--- src/rtl/camst_pkg.sv ---
// Purpose: Shared constants for the camera status and exposure registers
// Assumes: 40 MHz pclk, APB byte addresses, MSB-first field numbering
// Notes:   Verilog bit index = 31 - documented bit number
package camst_pkg;

    // ****************************************
    // Register byte addresses
    // ****************************************
    localparam logic [31:0] ADDR_PRESENCE = 32'hF1000100;
    localparam logic [31:0] ADDR_FLAGS = 32'hF1000104;
    localparam logic [31:0] ADDR_MAX_SIZE = 32'hF1000200;
    localparam logic [31:0] ADDR_TICK = 32'hF1000208;
    localparam logic [31:0] ADDR_LONG = 32'hF100020C;
    localparam logic [31:0] ADDR_PATTERN = 32'hF1000210;
    localparam logic [31:0] ADDR_CTRL = 32'hF1000300;
    localparam logic [31:0] ADDR_SHUTTER = 32'hF1000304;
    localparam logic [31:0] ADDR_IRQ_STATUS = 32'hF1000308;
    localparam logic [31:0] ADDR_IRQ_MASK = 32'hF100030C;

    // ****************************************
    // Field positions (Verilog indices)
    // ****************************************
    localparam int BIT_PRESENT = 31;
    localparam int BIT_ARMED = 16;
    localparam int BIT_ISO = 3;
    localparam int BIT_IDLE = 0;
    localparam int EXTRA_LSB = 12;
    localparam int PAT_INQ_MSB = 23;
    localparam int CTRL_TRIG_BIT = 0;
    localparam int IRQ_W = 3;
    localparam int IRQ_IDLE = 0;
    localparam int IRQ_LONG_DROP = 1;
    localparam int IRQ_STALL = 2;

    // ****************************************
    // Reset values and limits
    // ****************************************
    localparam logic [3:0] TICK_RST = 4'h4;
    localparam logic [3:0] TICK_MAX = 4'h8;
    localparam logic [11:0] SHUTTER_RST = 12'h001;
    localparam logic [11:0] SHUTTER_MIN = 12'h001;
    localparam logic [25:0] LONG_RST = 26'h0000014;
    localparam logic [3:0] PATTERN_RST = 4'h0;
    localparam logic [3:0] PATTERN_MAX = 4'h7;

    // ****************************************
    // Status poll spacing
    // ****************************************
    localparam int CLK_HZ = 40000000;
    localparam int STATUS_GAP_MS = 5;
    localparam int STATUS_GAP_CYC = CLK_HZ / 1000 * STATUS_GAP_MS;
    localparam int GAP_W = 18;

endpackage : camst_pkg

--- src/rtl/camst_tick_mult.sv ---
// Purpose: Exposure tick lookup and shutter-times-tick product
// Assumes: Tick code already range checked by the caller
// Notes:   Purely combinational
module camst_tick_mult (
    // Operands
    input wire logic [3:0] tick_select,
    input wire logic [11:0] shutter,
    // Result
    output logic [9:0] tick_us,
    output logic [25:0] std_us
);
    import camst_pkg::*;

    always_comb begin
        case (tick_select)
            4'h0: tick_us = 10'h001;
            4'h1: tick_us = 10'h002;
            4'h2: tick_us = 10'h005;
            4'h3: tick_us = 10'h00A;
            4'h4: tick_us = 10'h014;
            4'h5: tick_us = 10'h032;
            4'h6: tick_us = 10'h064;
            4'h7: tick_us = 10'h0C8;
            4'h8: tick_us = 10'h1F4;
            default: tick_us = 10'h014;
        endcase
    end

    // 12 x 10 bits fits in 22, padded to the 26-bit field
    assign std_us = {4'h0, 22'(shutter) * 22'(tick_us)};

endmodule : camst_tick_mult

--- src/rtl/camst_regs.sv ---
// Purpose: APB register bank for camera status, tick, long exposure and patterns
// Assumes: Camera core signals are on pclk; APB3 slave with pslverr
// Notes:   Status-flag reads closer than the poll gap are stalled via pready
//
// Operation
// While idle, capture and transmit enables are held off.
// Trigger-armed flag is set whenever external triggering is configured.
// Status-flag reads closer than 5 ms apart get a delayed answer.
// Max-size register is read-only: rows high half, columns low half.
// Shutter is 12 bits, 1 to 4095; exposure is shutter times tick.
// Tick codes 0 to 8 mean 1,2,5,10,20,50,100,200,500 us.
// After reset the tick selects 20 us.
// Tick changes only while idle and apply at next shutter write.
// Exposure extra microseconds are reported and added to real exposure.
// Software treats a zero extra field as unknown.
// Long exposure is 26-bit microseconds, rounded to whole line times.
// Writing a long exposure below minimum stores the model minimum.
// Shutter writes mirror into long exposure; not the other way.
// Long-exposure writes take effect at once, even while transmitting.
// Format, mode or rate writes deactivate the long exposure.
// Seven pattern-available bits; select 0 disables, n activates pattern n.
// An active pattern turns off auto gain, shutter and white balance.
// Feature-present bits are read-only ones; writes ignored.
//
// Chosen here: the APB interface to the registers.
module camst_regs #(
    parameter int STATUS_GAP = camst_pkg::STATUS_GAP_CYC,
    parameter logic [15:0] SENSOR_ROWS = 16'h01E0,
    parameter logic [15:0] SENSOR_COLS = 16'h0280,
    parameter logic [11:0] EXPOSURE_EXTRA_US = 12'h020,
    parameter logic [25:0] MIN_EXPOSURE_US = 26'h000000A,
    parameter logic [25:0] LINE_US = 26'h0000001,
    parameter logic [6:0] PATTERN_AVAIL = 7'h7F,
    // Arbitrary implementation code
    parameter logic [7:0] IMPL_ID = 8'hA5
) (
    // Clock and reset
    input wire logic pclk,
    input wire logic presetn,
    // APB slave
    input wire logic [31:0] paddr,
    input wire logic psel,
    input wire logic penable,
    input wire logic pwrite,
    input wire logic [31:0] pwdata,
    output logic [31:0] prdata,
    output logic pready,
    output logic pslverr,
    // Camera core status
    input wire logic camera_idle,
    input wire logic iso_active,
    input wire logic mode_reg_write,
    // Camera core control
    output logic ext_trigger_armed,
    output logic capture_en,
    output logic transmit_en,
    output logic [25:0] exposure_us,
    output logic [3:0] pattern_select,
    output logic auto_gain_off,
    output logic auto_shutter_off,
    output logic auto_wb_off,
    // Interrupt
    output logic irq
);
    import camst_pkg::*;

    // ****************************************
    // Bus decode
    // ****************************************
    logic access;
    logic flags_sel;
    logic gap_done;
    logic known;
    logic wr;
    logic rd_done;
    logic [31:0] rd_mux;
    logic [GAP_W-1:0] gap_cnt_reg;
    logic stall_seen_reg;
    logic [31:0] prdata_reg;
    logic [IRQ_W-1:0] irq_status_reg;
    logic [IRQ_W-1:0] irq_mask_reg;
    logic [IRQ_W-1:0] irq_ev;
    logic trig_cfg_reg;
    logic idle_q_reg;
    logic [3:0] tick_reg;
    logic [11:0] shutter_reg;
    logic [11:0] shutter_next;
    logic [25:0] std_us_reg;
    logic [25:0] std_us_new;
    logic [25:0] long_reg;
    logic [25:0] long_next;
    logic [25:0] long_round;
    logic long_active_reg;
    logic [3:0] pattern_reg;
    logic [6:0] pat_inq;
    logic pat_ok;

    assign access = psel && penable;
    assign flags_sel = (paddr == ADDR_FLAGS) && !pwrite;
    assign gap_done = gap_cnt_reg >= GAP_W'(STATUS_GAP);
    // Stall only the status-flag read; everything else answers at once
    assign pready = !(access && flags_sel && !gap_done);
    assign wr = access && pwrite && pready;
    assign rd_done = access && !pwrite && pready;
    assign known = (paddr == ADDR_PRESENCE) || (paddr == ADDR_FLAGS) || (paddr == ADDR_MAX_SIZE)
        || (paddr == ADDR_TICK) || (paddr == ADDR_LONG) || (paddr == ADDR_PATTERN)
        || (paddr == ADDR_CTRL) || (paddr == ADDR_SHUTTER) || (paddr == ADDR_IRQ_STATUS)
        || (paddr == ADDR_IRQ_MASK);
    assign pslverr = access && pready && !known;
    assign prdata = prdata_reg;

    // ****************************************
    // Poll spacing
    // ****************************************
    always_ff @(posedge pclk or negedge presetn) begin
        if (!presetn) begin
            gap_cnt_reg <= GAP_W'(STATUS_GAP);
        end else if (rd_done && flags_sel) begin
            gap_cnt_reg <= '0;
        end else if (!gap_done) begin
            gap_cnt_reg <= gap_cnt_reg + 1'b1;
        end
    end

    always_ff @(posedge pclk or negedge presetn) begin
        if (!presetn) begin
            stall_seen_reg <= 1'b0;
        end else if (rd_done) begin
            stall_seen_reg <= 1'b0;
        end else if (!pready) begin
            stall_seen_reg <= 1'b1;
        end
    end

    // ****************************************
    // Read data
    // ****************************************
    genvar gi;
    generate
        for (gi = 0; gi < 7; gi++) begin : g_inq
            // Pattern n sits at documented bit 7+n
            assign pat_inq[6-gi] = PATTERN_AVAIL[gi];
        end
    endgenerate

    always_comb begin
        rd_mux = 32'h00000000;
        case (paddr)
            ADDR_PRESENCE: begin
                rd_mux[BIT_PRESENT] = 1'b1;
                rd_mux[7:0] = IMPL_ID;
            end
            ADDR_FLAGS: begin
                rd_mux[BIT_ARMED] = ext_trigger_armed;
                rd_mux[BIT_ISO] = iso_active;
                rd_mux[BIT_IDLE] = camera_idle;
            end
            ADDR_MAX_SIZE: rd_mux = {SENSOR_ROWS, SENSOR_COLS};
            ADDR_TICK: begin
                rd_mux[BIT_PRESENT] = 1'b1;
                rd_mux[EXTRA_LSB +: 12] = EXPOSURE_EXTRA_US;
                rd_mux[3:0] = tick_reg;
            end
            ADDR_LONG: begin
                rd_mux[BIT_PRESENT] = 1'b1;
                rd_mux[25:0] = long_reg;
            end
            ADDR_PATTERN: begin
                rd_mux[BIT_PRESENT] = 1'b1;
                rd_mux[PAT_INQ_MSB -: 7] = pat_inq;
                rd_mux[3:0] = pattern_reg;
            end
            ADDR_CTRL: rd_mux[CTRL_TRIG_BIT] = trig_cfg_reg;
            ADDR_SHUTTER: rd_mux[11:0] = shutter_reg;
            ADDR_IRQ_STATUS: rd_mux[IRQ_W-1:0] = irq_status_reg;
            ADDR_IRQ_MASK: rd_mux[IRQ_W-1:0] = irq_mask_reg;
            default: rd_mux = 32'h00000000;
        endcase
    end

    // Captured in setup and refreshed while stalled, so flags are fresh
    always_ff @(posedge pclk or negedge presetn) begin
        if (!presetn) begin
            prdata_reg <= 32'h00000000;
        end else if (psel && !pwrite && (!penable || !pready)) begin
            prdata_reg <= rd_mux;
        end
    end

    // ****************************************
    // Control and trigger
    // ****************************************
    always_ff @(posedge pclk or negedge presetn) begin
        if (!presetn) begin
            trig_cfg_reg <= 1'b0;
        end else if (wr && paddr == ADDR_CTRL) begin
            trig_cfg_reg <= pwdata[CTRL_TRIG_BIT];
        end
    end

    always_ff @(posedge pclk or negedge presetn) begin
        if (!presetn) begin
            ext_trigger_armed <= 1'b0;
            capture_en <= 1'b0;
            transmit_en <= 1'b0;
            // Core comes out of reset idle; avoids a false idle event
            idle_q_reg <= 1'b1;
        end else begin
            ext_trigger_armed <= trig_cfg_reg;
            capture_en <= !camera_idle;
            transmit_en <= !camera_idle;
            idle_q_reg <= camera_idle;
        end
    end

    // ****************************************
    // Tick select and shutter
    // ****************************************
    always_ff @(posedge pclk or negedge presetn) begin
        if (!presetn) begin
            tick_reg <= TICK_RST;
        end else if (wr && paddr == ADDR_TICK && camera_idle && pwdata[3:0] <= TICK_MAX) begin
            tick_reg <= pwdata[3:0];
        end
    end

    assign shutter_next = (pwdata[11:0] < SHUTTER_MIN) ? SHUTTER_MIN : pwdata[11:0];

    camst_tick_mult u_tick_mult (
        .tick_select(tick_reg),
        .shutter(shutter_next),
        .tick_us(),
        .std_us(std_us_new)
    );

    // Tick takes effect here, not when written
    always_ff @(posedge pclk or negedge presetn) begin
        if (!presetn) begin
            shutter_reg <= SHUTTER_RST;
            std_us_reg <= LONG_RST;
        end else if (wr && paddr == ADDR_SHUTTER) begin
            shutter_reg <= shutter_next;
            std_us_reg <= std_us_new;
        end
    end

    // ****************************************
    // Long exposure
    // ****************************************
    assign long_next = (pwdata[25:0] < MIN_EXPOSURE_US) ? MIN_EXPOSURE_US : pwdata[25:0];

    always_ff @(posedge pclk or negedge presetn) begin
        if (!presetn) begin
            long_reg <= LONG_RST;
        end else if (wr && paddr == ADDR_SHUTTER) begin
            long_reg <= std_us_new;
        end else if (wr && paddr == ADDR_LONG) begin
            long_reg <= long_next;
        end
    end

    always_ff @(posedge pclk or negedge presetn) begin
        if (!presetn) begin
            long_active_reg <= 1'b0;
        end else if (mode_reg_write) begin
            long_active_reg <= 1'b0;
        end else if (wr && paddr == ADDR_LONG) begin
            long_active_reg <= 1'b1;
        end else if (wr && paddr == ADDR_SHUTTER) begin
            long_active_reg <= 1'b0;
        end
    end

    // Nearest whole line time; LINE_US of one means no rounding
    assign long_round = 26'(((long_reg + (LINE_US >> 1)) / LINE_US) * LINE_US);

    always_ff @(posedge pclk or negedge presetn) begin
        if (!presetn) begin
            exposure_us <= LONG_RST;
        end else if (long_active_reg) begin
            exposure_us <= 26'(long_round + 26'(EXPOSURE_EXTRA_US));
        end else begin
            exposure_us <= 26'(std_us_reg + 26'(EXPOSURE_EXTRA_US));
        end
    end

    // ****************************************
    // Test patterns
    // ****************************************
    // Unavailable pattern numbers are ignored rather than half-applied
    assign pat_ok = (pwdata[3:0] == 4'h0)
        || (pwdata[3:0] <= PATTERN_MAX && PATTERN_AVAIL[3'(pwdata[3:0] - 4'h1)]);

    always_ff @(posedge pclk or negedge presetn) begin
        if (!presetn) begin
            pattern_reg <= PATTERN_RST;
        end else if (wr && paddr == ADDR_PATTERN && pat_ok) begin
            pattern_reg <= pwdata[3:0];
        end
    end

    assign pattern_select = pattern_reg;
    assign auto_gain_off = pattern_reg != 4'h0;
    assign auto_shutter_off = pattern_reg != 4'h0;
    assign auto_wb_off = pattern_reg != 4'h0;

    // ****************************************
    // Interrupts
    // ****************************************
    assign irq_ev[IRQ_IDLE] = camera_idle && !idle_q_reg;
    assign irq_ev[IRQ_LONG_DROP] = mode_reg_write && long_active_reg;
    assign irq_ev[IRQ_STALL] = rd_done && flags_sel && stall_seen_reg;

    // Only bits that were read get cleared; a new event always wins
    always_ff @(posedge pclk or negedge presetn) begin
        if (!presetn) begin
            irq_status_reg <= '0;
        end else if (rd_done && paddr == ADDR_IRQ_STATUS) begin
            irq_status_reg <= (irq_status_reg & ~prdata_reg[IRQ_W-1:0]) | irq_ev;
        end else begin
            irq_status_reg <= irq_status_reg | irq_ev;
        end
    end

    always_ff @(posedge pclk or negedge presetn) begin
        if (!presetn) begin
            irq_mask_reg <= '0;
        end else if (wr && paddr == ADDR_IRQ_MASK) begin
            irq_mask_reg <= pwdata[IRQ_W-1:0];
        end
    end

    assign irq = |(irq_status_reg & irq_mask_reg);
endmodule : camst_regs

--- config.mk ---
export PLATFORM = sky130hd
export DESIGN_NAME = camst_regs
export DESIGN_NICKNAME = d
export VERILOG_FILES = /design/src/rtl/camst_pkg.sv /design/src/rtl/camst_tick_mult.sv /design/src/rtl/camst_regs.sv
export SDC_FILE = /design/constraint.sdc
export NUM_CORES = 1
export LEC_CHECK = 0
export ABC_AREA = 1
export BUFFER_PORTS_ARGS = -buffer_cell sky130_fd_sc_hd__buf_4
export CAP_MARGIN = 15
export CORE_MARGIN = 4
export CORE_UTILIZATION = 55
export CTS_CLUSTER_SIZE = 10
export DETAILED_ROUTE_END_ITERATION = 6
export PLACE_DENSITY = 0.77
export SLEW_MARGIN = 20
export SYNTH_ARGS = -nofsm -noshare
export SYNTH_HDL_FRONTEND = slang
export SYNTH_SLANG_ARGS = --single-unit
--- constraint.sdc ---
create_clock -name pclk -period 16.7 [get_ports pclk]
set_clock_uncertainty 0.2 [all_clocks]
set_input_delay 1.67 -clock pclk [delete_from_list [all_inputs] [get_ports pclk]]
set_output_delay 1.67 -clock pclk [all_outputs]
set_load 0.03 [all_outputs]
Word-level counts from Yosys, hierarchy flattened --
Memories as Yosys holds them, arrays and structs flattened. Cells that the tools add are included.
Storage, ports and cells: register bits 151, ROM bits 152, input bits 72, output and inout port bits 71, logic and storage cells 121, memories 2
Cells by class: $add $sub $neg 4, $mul 1, $lt $le $gt $ge 6, eq/ne operators 11, mux-type cells 24, bitwise gates (word level) 5, reductions and logical operators 52
Memories:
- (no name shown) | depth 16, bits a word 9, read ports 1, clocked after Yosys merged registers in 0, write ports 0, RTL line camst_tick_mult.sv:15 | case (tick_select)
- (no name shown) | depth 8, bits a word 1, read ports 1, clocked after Yosys merged registers in 0, write ports 0, RTL line camst_regs.sv:292 | || (pwdata[3:0] <= PATTERN_MAX && PATTERN_AVAIL[3'(pwdata[3:0] - 4'h1)]);
Operators with widths (number):
- 32-bit equality test, second input constant | 10
- 26-bit 2-to-1 mux | 4
- 18-bit 2-to-1 mux | 2
- 7-bit one-hot mux with 4 select lines | 1
- 1-bit logical AND | 27
- 26-bit by 6-bit adder with 26-bit output, second input constant | 1
- 26-bit by 4-bit < comparator with 1-bit output, second input constant | 1
- 22-bit by 6-bit adder with 23-bit output, second input constant | 1
- 12-bit by 10-bit multiplier with 22-bit output | 1
- 18-bit by 1-bit adder with 18-bit output, second input constant | 1
- 18-bit >= comparator, second input constant | 1
- 4-bit one-hot mux with 4 select lines | 1
- 2-bit one-hot mux with 7 select lines | 1
- 12-bit by 1-bit < comparator with 1-bit output, second input constant | 1
- 12-bit 2-to-1 mux | 1
- 4-bit one-hot mux with 3 select lines | 1
- 1-bit logical OR | 11
- 1-bit one-hot mux with 9 select lines | 1
- 1-bit logical NOT | 7
- 1-bit 2-to-1 mux | 7
- 3-bit AND | 2
- 3-bit OR | 2
- 1-bit one-hot mux with 5 select lines | 1
- 4-bit by 3-bit <= comparator with 1-bit output, second input constant | 1
- other kinds (15) | 16

Depth between registers and ports, before layout --
Gate-level depths: netlist of run 1.
depth after elaboration 12, depth in mapped cells 31, gate-level depth less buffers 30

Modules after synthesis --
From an unflattened synthesis of run 1, not the netlist that was laid out.
Unflattened totals: cells, all modules 1676, area total of the unflattened synthesis 12289.3 µm²
By module, submodules not included:
- camst_regs | times used 1, cells each 1087, area each 8196.6 µm², sequential area each 3897.5 µm²
- camst_tick_mult | times used 1, cells each 589, area each 4092.7 µm², sequential area each 0.0 µm²

Least setup slack after synthesis of run 1 --
Ideal clock, no wire load.
path kind input -> register, start point input port pwdata[3], end point register long_reg[19], library setup time 116 ps, data arrival time 6010 ps, required time 16384 ps, slack 10373 ps, stages on the path 25, buffers on the path 1, cell sequence inv_1 clkbuf_1 nor2_1 fa_1 inv_1 fa_1 inv_1 fa_1 fa_1 inv_1 fa_1 inv_1 ha_1 nand2_1 inv_1 a21oi_1 nand3_1 nand2_1 nand2_1 nand2_1 nand2_1 nand2_1 nand2_1 nand2_1 nand2_1
On the way: longest elaborated chain between the ends 4, elaborated cells between the ends (all ways) 7, those cells by class mul (1); order compare (2); mux (4)
Ends and longest elaborated chain:
- from (decl) | RTL line camst_regs.sv:45 | input wire logic [31:0] pwdata,
- 12-bit by 1-bit < comparator with 1-bit output / 26-bit by 4-bit < comparator with 1-bit output (equally long branches) | RTL line camst_regs.sv:227, camst_regs.sv:250
- 12-bit 2-to-1 mux / 26-bit 2-to-1 mux (equally long branches) | RTL line camst_regs.sv:227, camst_regs.sv:250
- 12-bit by 10-bit multiplier with 22-bit output / 26-bit 2-to-1 mux (equally long branches) | RTL line camst_tick_mult.sv:30, camst_regs.sv:257
- 26-bit 2-to-1 mux (*) | RTL line camst_regs.sv:255 | end else if (wr && paddr == ADDR_SHUTTER) begin
- to (signal assigned) | RTL line camst_regs.sv:256 | long_reg <= std_us_new;
- to (signal assigned) | RTL line camst_regs.sv:258 | long_reg <= long_next;
- to (decl) | RTL line camst_regs.sv:90 | logic [25:0] long_reg;
Every way passes the cells marked *; elsewhere a longest branch is shown, timed or not. The select of a mux whose other input is x is not followed. A chain may end at the register's enable or synchronous reset.

Worst setup path in the final report of run 1 --
start point register tick_reg[0], end point register long_reg[19]
On the way: longest elaborated chain between the ends 3
Ends and longest elaborated chain:
- from (decl) | RTL line camst_regs.sv:85 | logic [3:0] tick_reg;
- from (signal assigned) | RTL line camst_regs.sv:223 | tick_reg <= pwdata[3:0];
- memory 16 x 9 bit
- 12-bit by 10-bit multiplier with 22-bit output | RTL line camst_tick_mult.sv:30 | assign std_us = {4'h0, 22'(shutter) * 22'(tick_us)};
- 26-bit 2-to-1 mux | RTL line camst_regs.sv:255
No other way between the ends.

==> results of run 1 <==
==> final timing paths <==
path,start,to,slack (ns),cells past startpoint
max,tick_reg[0],long_reg[19],9.53,28
min,trig_cfg_reg,ext_trigger_armed,0.20,0
max reg2reg,tick_reg[0],long_reg[19],9.53,28
min reg2reg,trig_cfg_reg,ext_trigger_armed,0.20,0
max in group asynchronous,presetn,transmit_en,13.82,2
min in group asynchronous,presetn,gap_cnt_reg[5],1.02,1
==> stage by stage <==
stage	hold slack (ns)	total power, mW	cell area, um^2	util, %
after global placement	0.1839	0.4234	13200	60.69
after CTS	0.2026	0.7782	13750	63.20
after detailed placement	0.1891	0.4243	13200	60.69
after global routing	0.2236	0.8005	13750	63.20
after floorplan	0.1747	0.3956	12150	-
final	0.2022	0.7745	13750	63.20
==> Yosys cell counts (2+ instances only) <==
library cell and n:
a21oi_1 27, a31oi_1 3, and2_0 2, and2_1 4
buf_2 6, buf_4 14, buf_6 8, clkbuf_1 18
clkinv_1 2, dfrtp_1 136, dfstp_2 15, fa_1 69
ha_1 72, inv_1 240, inv_2 9, inv_4 2
nand2_1 495, nand2_2 5, nand2_4 4, nand3_1 84
nand3b_1 5, nand4_1 16, nor2_1 183, nor2_2 7
nor2_4 5, nor3_1 21, nor3_2 3, nor4_1 2
o2111ai_1 2, o21ai_0 87, o21ai_1 21, o21ai_2 14
o21bai_1 2, o22ai_1 5, o31ai_1 2, or2_2 5
xnor2_1 4, xor2_1 29
==> power breakdown <==
part	total (mW)	switching, mW	internal, mW
Clock	0.357	0.145	0.211
Combinational	0.0514	0.0343	0.0170
Sequential	0.367	0.0000973	0.366
Total	0.775	0.180	0.595
==> layer usage <==
layer | up-vias | track usage (%) | share of wire, %
met2 | 344 | 43.60 | 48
met5 | - | 0 | 0
met3 | 53 | 3.955 | 6.2
met4 | 0 | 7.562 | 1.9
met1 | 5131 | 35.74 | 44
li1 | 5290 | - | -
==> final cells by class <==
class	count	share of cell area, %
multi-input combinational	1195	51.68
sequential	151	27.62
timing repair buffer	132	7.234
inverter	253	6.943
clock buffer	23	3.403
tap	280	2.548
clock inverter	9	0.5732
==> worst reg2reg max path, delay by kind of cell (launching register included) <==
family          cells  cell delay (ns)
compound gates      2             1.12
buf+inv             7             0.50
simple gates       12             1.52
flops               1             0.48
fa+ha+maj           7             3.24
==> kinds of logic (layout without fill, tap and decap cells) <==
group                    count (synthesis)  count (layout)  share of synthesized area [%]
adder cells (fa/ha/maj)                141             141                          18.80
AO/OA/AOI/OAI                          168             168                          7.711
XOR/XNOR                                33              33                          2.381
other                                    1               5                        0.03090
AND/OR/NAND/NOR                        848             848                          29.51
buffers and inverters                  299             417                          10.28
flip-flops                             151             151                          31.29
==> layout by cell type (no fill, tap or decap), types with 7 or more instances in the layout <==
cell / synthesis / routed
a21oi_1: 27 / 27
buf_4: 14 / 131
clkbuf_16: 0 / 17
dfrtp_1: 136 / 136
dfstp_2: 15 / 15
fa_1: 69 / 69
ha_1: 72 / 72
inv_1: 240 / 240
inv_2: 9 / 9
nand2_1: 495 / 495
nand3_1: 84 / 84
nand4_1: 16 / 16
nor2_1: 183 / 183
nor2_2: 7 / 7
nor3_1: 21 / 21
o21ai_0: 87 / 87
o21ai_1: 21 / 21
o21ai_2: 14 / 14
xor2_1: 29 / 29
==> flow_metrics.tcl, run 1 <==
set metrics [dict create \
    status "completed" \
    routabilityCongestion 0.9051 \
    clockBufferDepth 2 \
    via_count 10820 \
    cts_root_buffer "clkbuf_16" \
    cts_buffers 17 \
    core_um2 21760 \
    setup_viol 0 \
    wirelength_um 31370 \
    cts.sinks 151 \
    critical_path_buf_inv_count 7 \
    hpwl_um 24460 \
    yosysTopAreaCell "dfrtp_1" \
    min_path_type "flip-flop to flip-flop" \
    crit_slowest_cell "a31oi_1" \
    drtIter0Drc 835 \
    worst_pin_slew_ns 1.245 \
    worst_ir_drop_vdd_mv 0.07256 \
    post_cts_resized 0 \
    postSynthCellCount 1641 \
    grt_overflow 0 \
    drcViolationCount 0 \
    path_class "flip-flop to flip-flop" \
    die_h_um 156.6 \
    cp.required_ns 16.81 \
    critPathMaxFanout 14 \
    largest_reg_flops 27 \
    start_util_pct 55.79 \
    post_cts_buffers 0 \
    fin_tns_setup_ns 0 \
    timing.final.ws_setup_ns 9.533 \
    finalNonFillerCells 2043 \
    rsz0062_at_grt "false" \
    ys_warn_count 0 \
    synth_edf_count 0 \
    io-pin-count 143 \
    dp.cells 2011 \
    die_width_um 156.6 \
    track_usage_pct 26.17 \
    ys.flop_type "dfrtp_1" \
    startpoint_type "flip-flop" \
    antenna_found_initial 0 \
    fp-row-count 54 \
    dp_slack_ns 9.537 \
    regArea_um2 3797 \
    cpPeakStageDelay_ns 0.93 \
    path_clk_slew_ns 0.06 \
    power.leakage_nw 7.651 \
    cpMostUsedCell "nand2_1" \
    synth_seq_area_share_pct 31.29 \
    area_growth_pct 13.30 \
    crit_path_end_kind "flip-flop" \
    ant_nets 0 \
    cts_tree "done" \
    maxCapViolCount 0 \
    slew_viol_final 0 \
    grt_pass1_vias 10630 \
    clk_latency_ns 0.43 \
    drive_gt1_share_pct 13.27 \
    portBuffers 131 \
    min_period_ns 7.167 \
    grt_max_degree 79 \
    avgSynthCellArea_um2 7.396 \
    yosysTopAreaCellShare_pct 28.04 \
    die_area_um2 24510 \
    h-tree-depth 4 \
    wl_per_cell_um 15.35 \
    grt_pass1_wl_um 51640 \
    multiInputGateArea_um2 7107 \
    synthArstFlopShare_pct 100.0 \
    crit_family "adder cells" \
    fmax_mhz 139.5 \
    synth-seq-cells 151 \
    drt-pass1-iter-count 6 \
    cp.arrival_ns 7.28 \
    antenna_cells 0 \
    fillers 1936 \
    vias_per_cell 5.295 \
    post-route-period-util_pct 42.92 \
    yosysUniqueCellTypes 51 \
    synthTopCellsByArea "dfrtp_1 28%, nand2_1 15%, fa_1 11%, ha_1 7.4%, inv_1 7.4%" \
    fin_nets 1963 \
    hold_viol_final 0 \
    postCtsHoldBufs 0 \
    synthesis.area_um2 12140 \
    power_density_nw_per_um2 56.33 \
    max-slew-margin-rel_pct 16.58 \
]
Note: power is estimated with default switching activity, not from simulation.
==> run 2, diff against run 1 <==
==> constraint.sdc (replaced) <==
create_clock -name pclk -period 7.5 [get_ports pclk]
set_clock_uncertainty 0.2 [all_clocks]
set_input_delay 0.75 -clock pclk [delete_from_list [all_inputs] [get_ports pclk]]
set_output_delay 0.75 -clock pclk [all_outputs]
set_load 0.03 [all_outputs]
==> flow_metrics.tcl, run 2 (synthesized netlist as in run 1, its figures left out) <==
set metrics [dict create \
    vias_per_cell 5.346 \
    fin_tns_setup_ns 0 \
    die_width_um 156.6 \
    rrSetupSlack_ns 0.89 \
    max-slew-margin-rel_pct 32.69 \
    power_density_nw_per_um2 130.4 \
    postCtsHoldBufs 0 \
    wirelength_um 31260 \
    crit_family "adder cells" \
    slew_viol_final 0 \
    post_cts_resized 0 \
    grt_max_degree 79 \
    path_clk_slew_ns 0.06 \
    final_cell_mix "495 x nand2_1, 240 x inv_1, 183 x nor2_1" \
    cp.required_ns 7.62 \
    core_um2 21760 \
    cts_tree "done" \
    rsz0062_at_grt "false" \
    power.leakage_nw 7.700 \
    min_path_type "input pin to async pin" \
    ff2ff_path_depth 29 \
    fillers 1948 \
    fmax_mhz 151.4 \
    antenna_found_initial 1 \
    wl_per_cell_um 15.27 \
    crit_path_end_kind "flip-flop" \
    post-route-period-util_pct 88.09 \
    drtIter0Drc 768 \
    fp-row-count 54 \
    maxCapViolCount 0 \
    drive_gt1_share_pct 13.70 \
    min_period_ns 6.607 \
    cts_root_buffer "clkbuf_16" \
    cpPeakStageDelay_ns 0.57 \
    clk_latency_ns 0.43 \
    grt_pass1_wl_um 51880 \
    layout_commonest_cell "nand2_1" \
    grt_pass1_vias 10710 \
    cp.arrival_ns 6.72 \
    path_class "flip-flop to flip-flop" \
    critPathMaxFanout 14 \
    die_area_um2 24510 \
    ant_nets 0 \
    cts_buffers 17 \
    hold_viol_final 0 \
    cpMostUsedCell "nand2_1" \
    hpwl_um 24590 \
    worst_pin_slew_ns 1.010 \
    crit_slowest_cell "fa_1" \
    placed_cell_area_um2 13230 \
    drt-pass1-iter-count 5 \
    track_usage_pct 26.31 \
    io-pin-count 143 \
    r2r_start "tick_reg[1]" \
    area_growth_pct 14.03 \
    grt_overflow 0 \
    drcViolationCount 0 \
    via_count 10940 \
    clockBufferDepth 2 \
    fin_nets 1967 \
    r2r-end "long_reg[19]" \
    worst_ir_drop_vdd_mv 0.1550 \
    portBuffers 131 \
    critical_path_buf_inv_count 8 \
    routabilityCongestion 0.8916 \
    status "completed" \
    post_cts_buffers 0 \
    die_h_um 156.6 \
    largest_reg_flops 27 \
    start_util_pct 55.79 \
    cts.sinks 151 \
    startpoint "tick_reg[1]" \
    h-tree-depth 4 \
    stdcell_area_um2 13840 \
    startpoint_type "flip-flop" \
    setup_viol 0 \
    antenna_cells 0 \
]
==> run 2: cell count changes in the layout (fill, tap and decap cells not counted), sizes merged <==
cell	before	now
buf	132	136
bufinv	1	3
clkinv	8	9
inv	251	252
clkbuf	23	19
==> run 2: metal layers <==
metal	share of wire (%)	global-route usage [%]
met1	44	35.67
met5	0.042	0
met4	2.5	8.347
met2	48	43.77
met3	6.1	3.955
==> run 2: layout make-up <==
class / instances / area [um^2] / share of cell area (%)
clock buffer: 19 / 452.9 / 3.273
clock inverter: 13 / 152.6 / 1.103
inverter: 253 / 954.7 / 6.898
multi-input combinational: 1195 / 7107 / 51.35
sequential: 151 / 3797 / 27.44
tap: 280 / 350.3 / 2.531
timing repair buffer: 136 / 1025 / 7.404
==> run 2: worst reg2reg max path, delay by kind of cell (launching register included) <==
family	cells	cell delay (ns)
buffers and inverters	8	1.23
adders and majority gates	7	2.93
and+or+nand+nor	12	1.22
DFF	1	0.42
AOI/OAI and AO/OA	2	0.51
==> run 2: stage by stage <==
| step | instances | hold WS [ns] | power (mW) | util, % | setup slack [ns] |
|---|---|---|---|---|---|
| 4_1_cts | 2047 | 0.1523 | 1.812 | 63.61 | 0.9340 |
| 5_1_grt | 2047 | 0.1798 | 1.856 | 63.61 | 0.2974 |
| 2_1_floorplan | 1645 | 0.1747 | 0.8808 | - | 1.797 |
| 3_3_place_gp | 2015 | 0.1835 | 0.9428 | 60.83 | 1.112 |
| 6_report | 2047 | 0.1101 | 1.805 | 63.61 | 0.8929 |
| 3_5_place_dp | 2015 | 0.2141 | 0.9447 | 60.83 | 0.9686 |
==> run 2: how the worst max path moves through the flow <==
stage	to	slack (ns)	cells past startpoint
2_1_floorplan	long_reg[19]	1.80	29
3_3_place_gp	long_reg[20]	1.11	27
3_5_place_dp	long_reg[19]	0.97	29
4_1_cts	long_reg[19]	0.93	29
5_1_grt	long_reg[20]	0.30	29
6_report	long_reg[19]	0.89	29
==> run 2: power by group <==
group / leakage [nW] / internal, mW / switching (mW)
registers: 1.80 / 0.816 / 0.000223
clock network: 0.299 / 0.538 / 0.336
logic: 5.60 / 0.0379 / 0.0762
total: 7.70 / 1.39 / 0.413
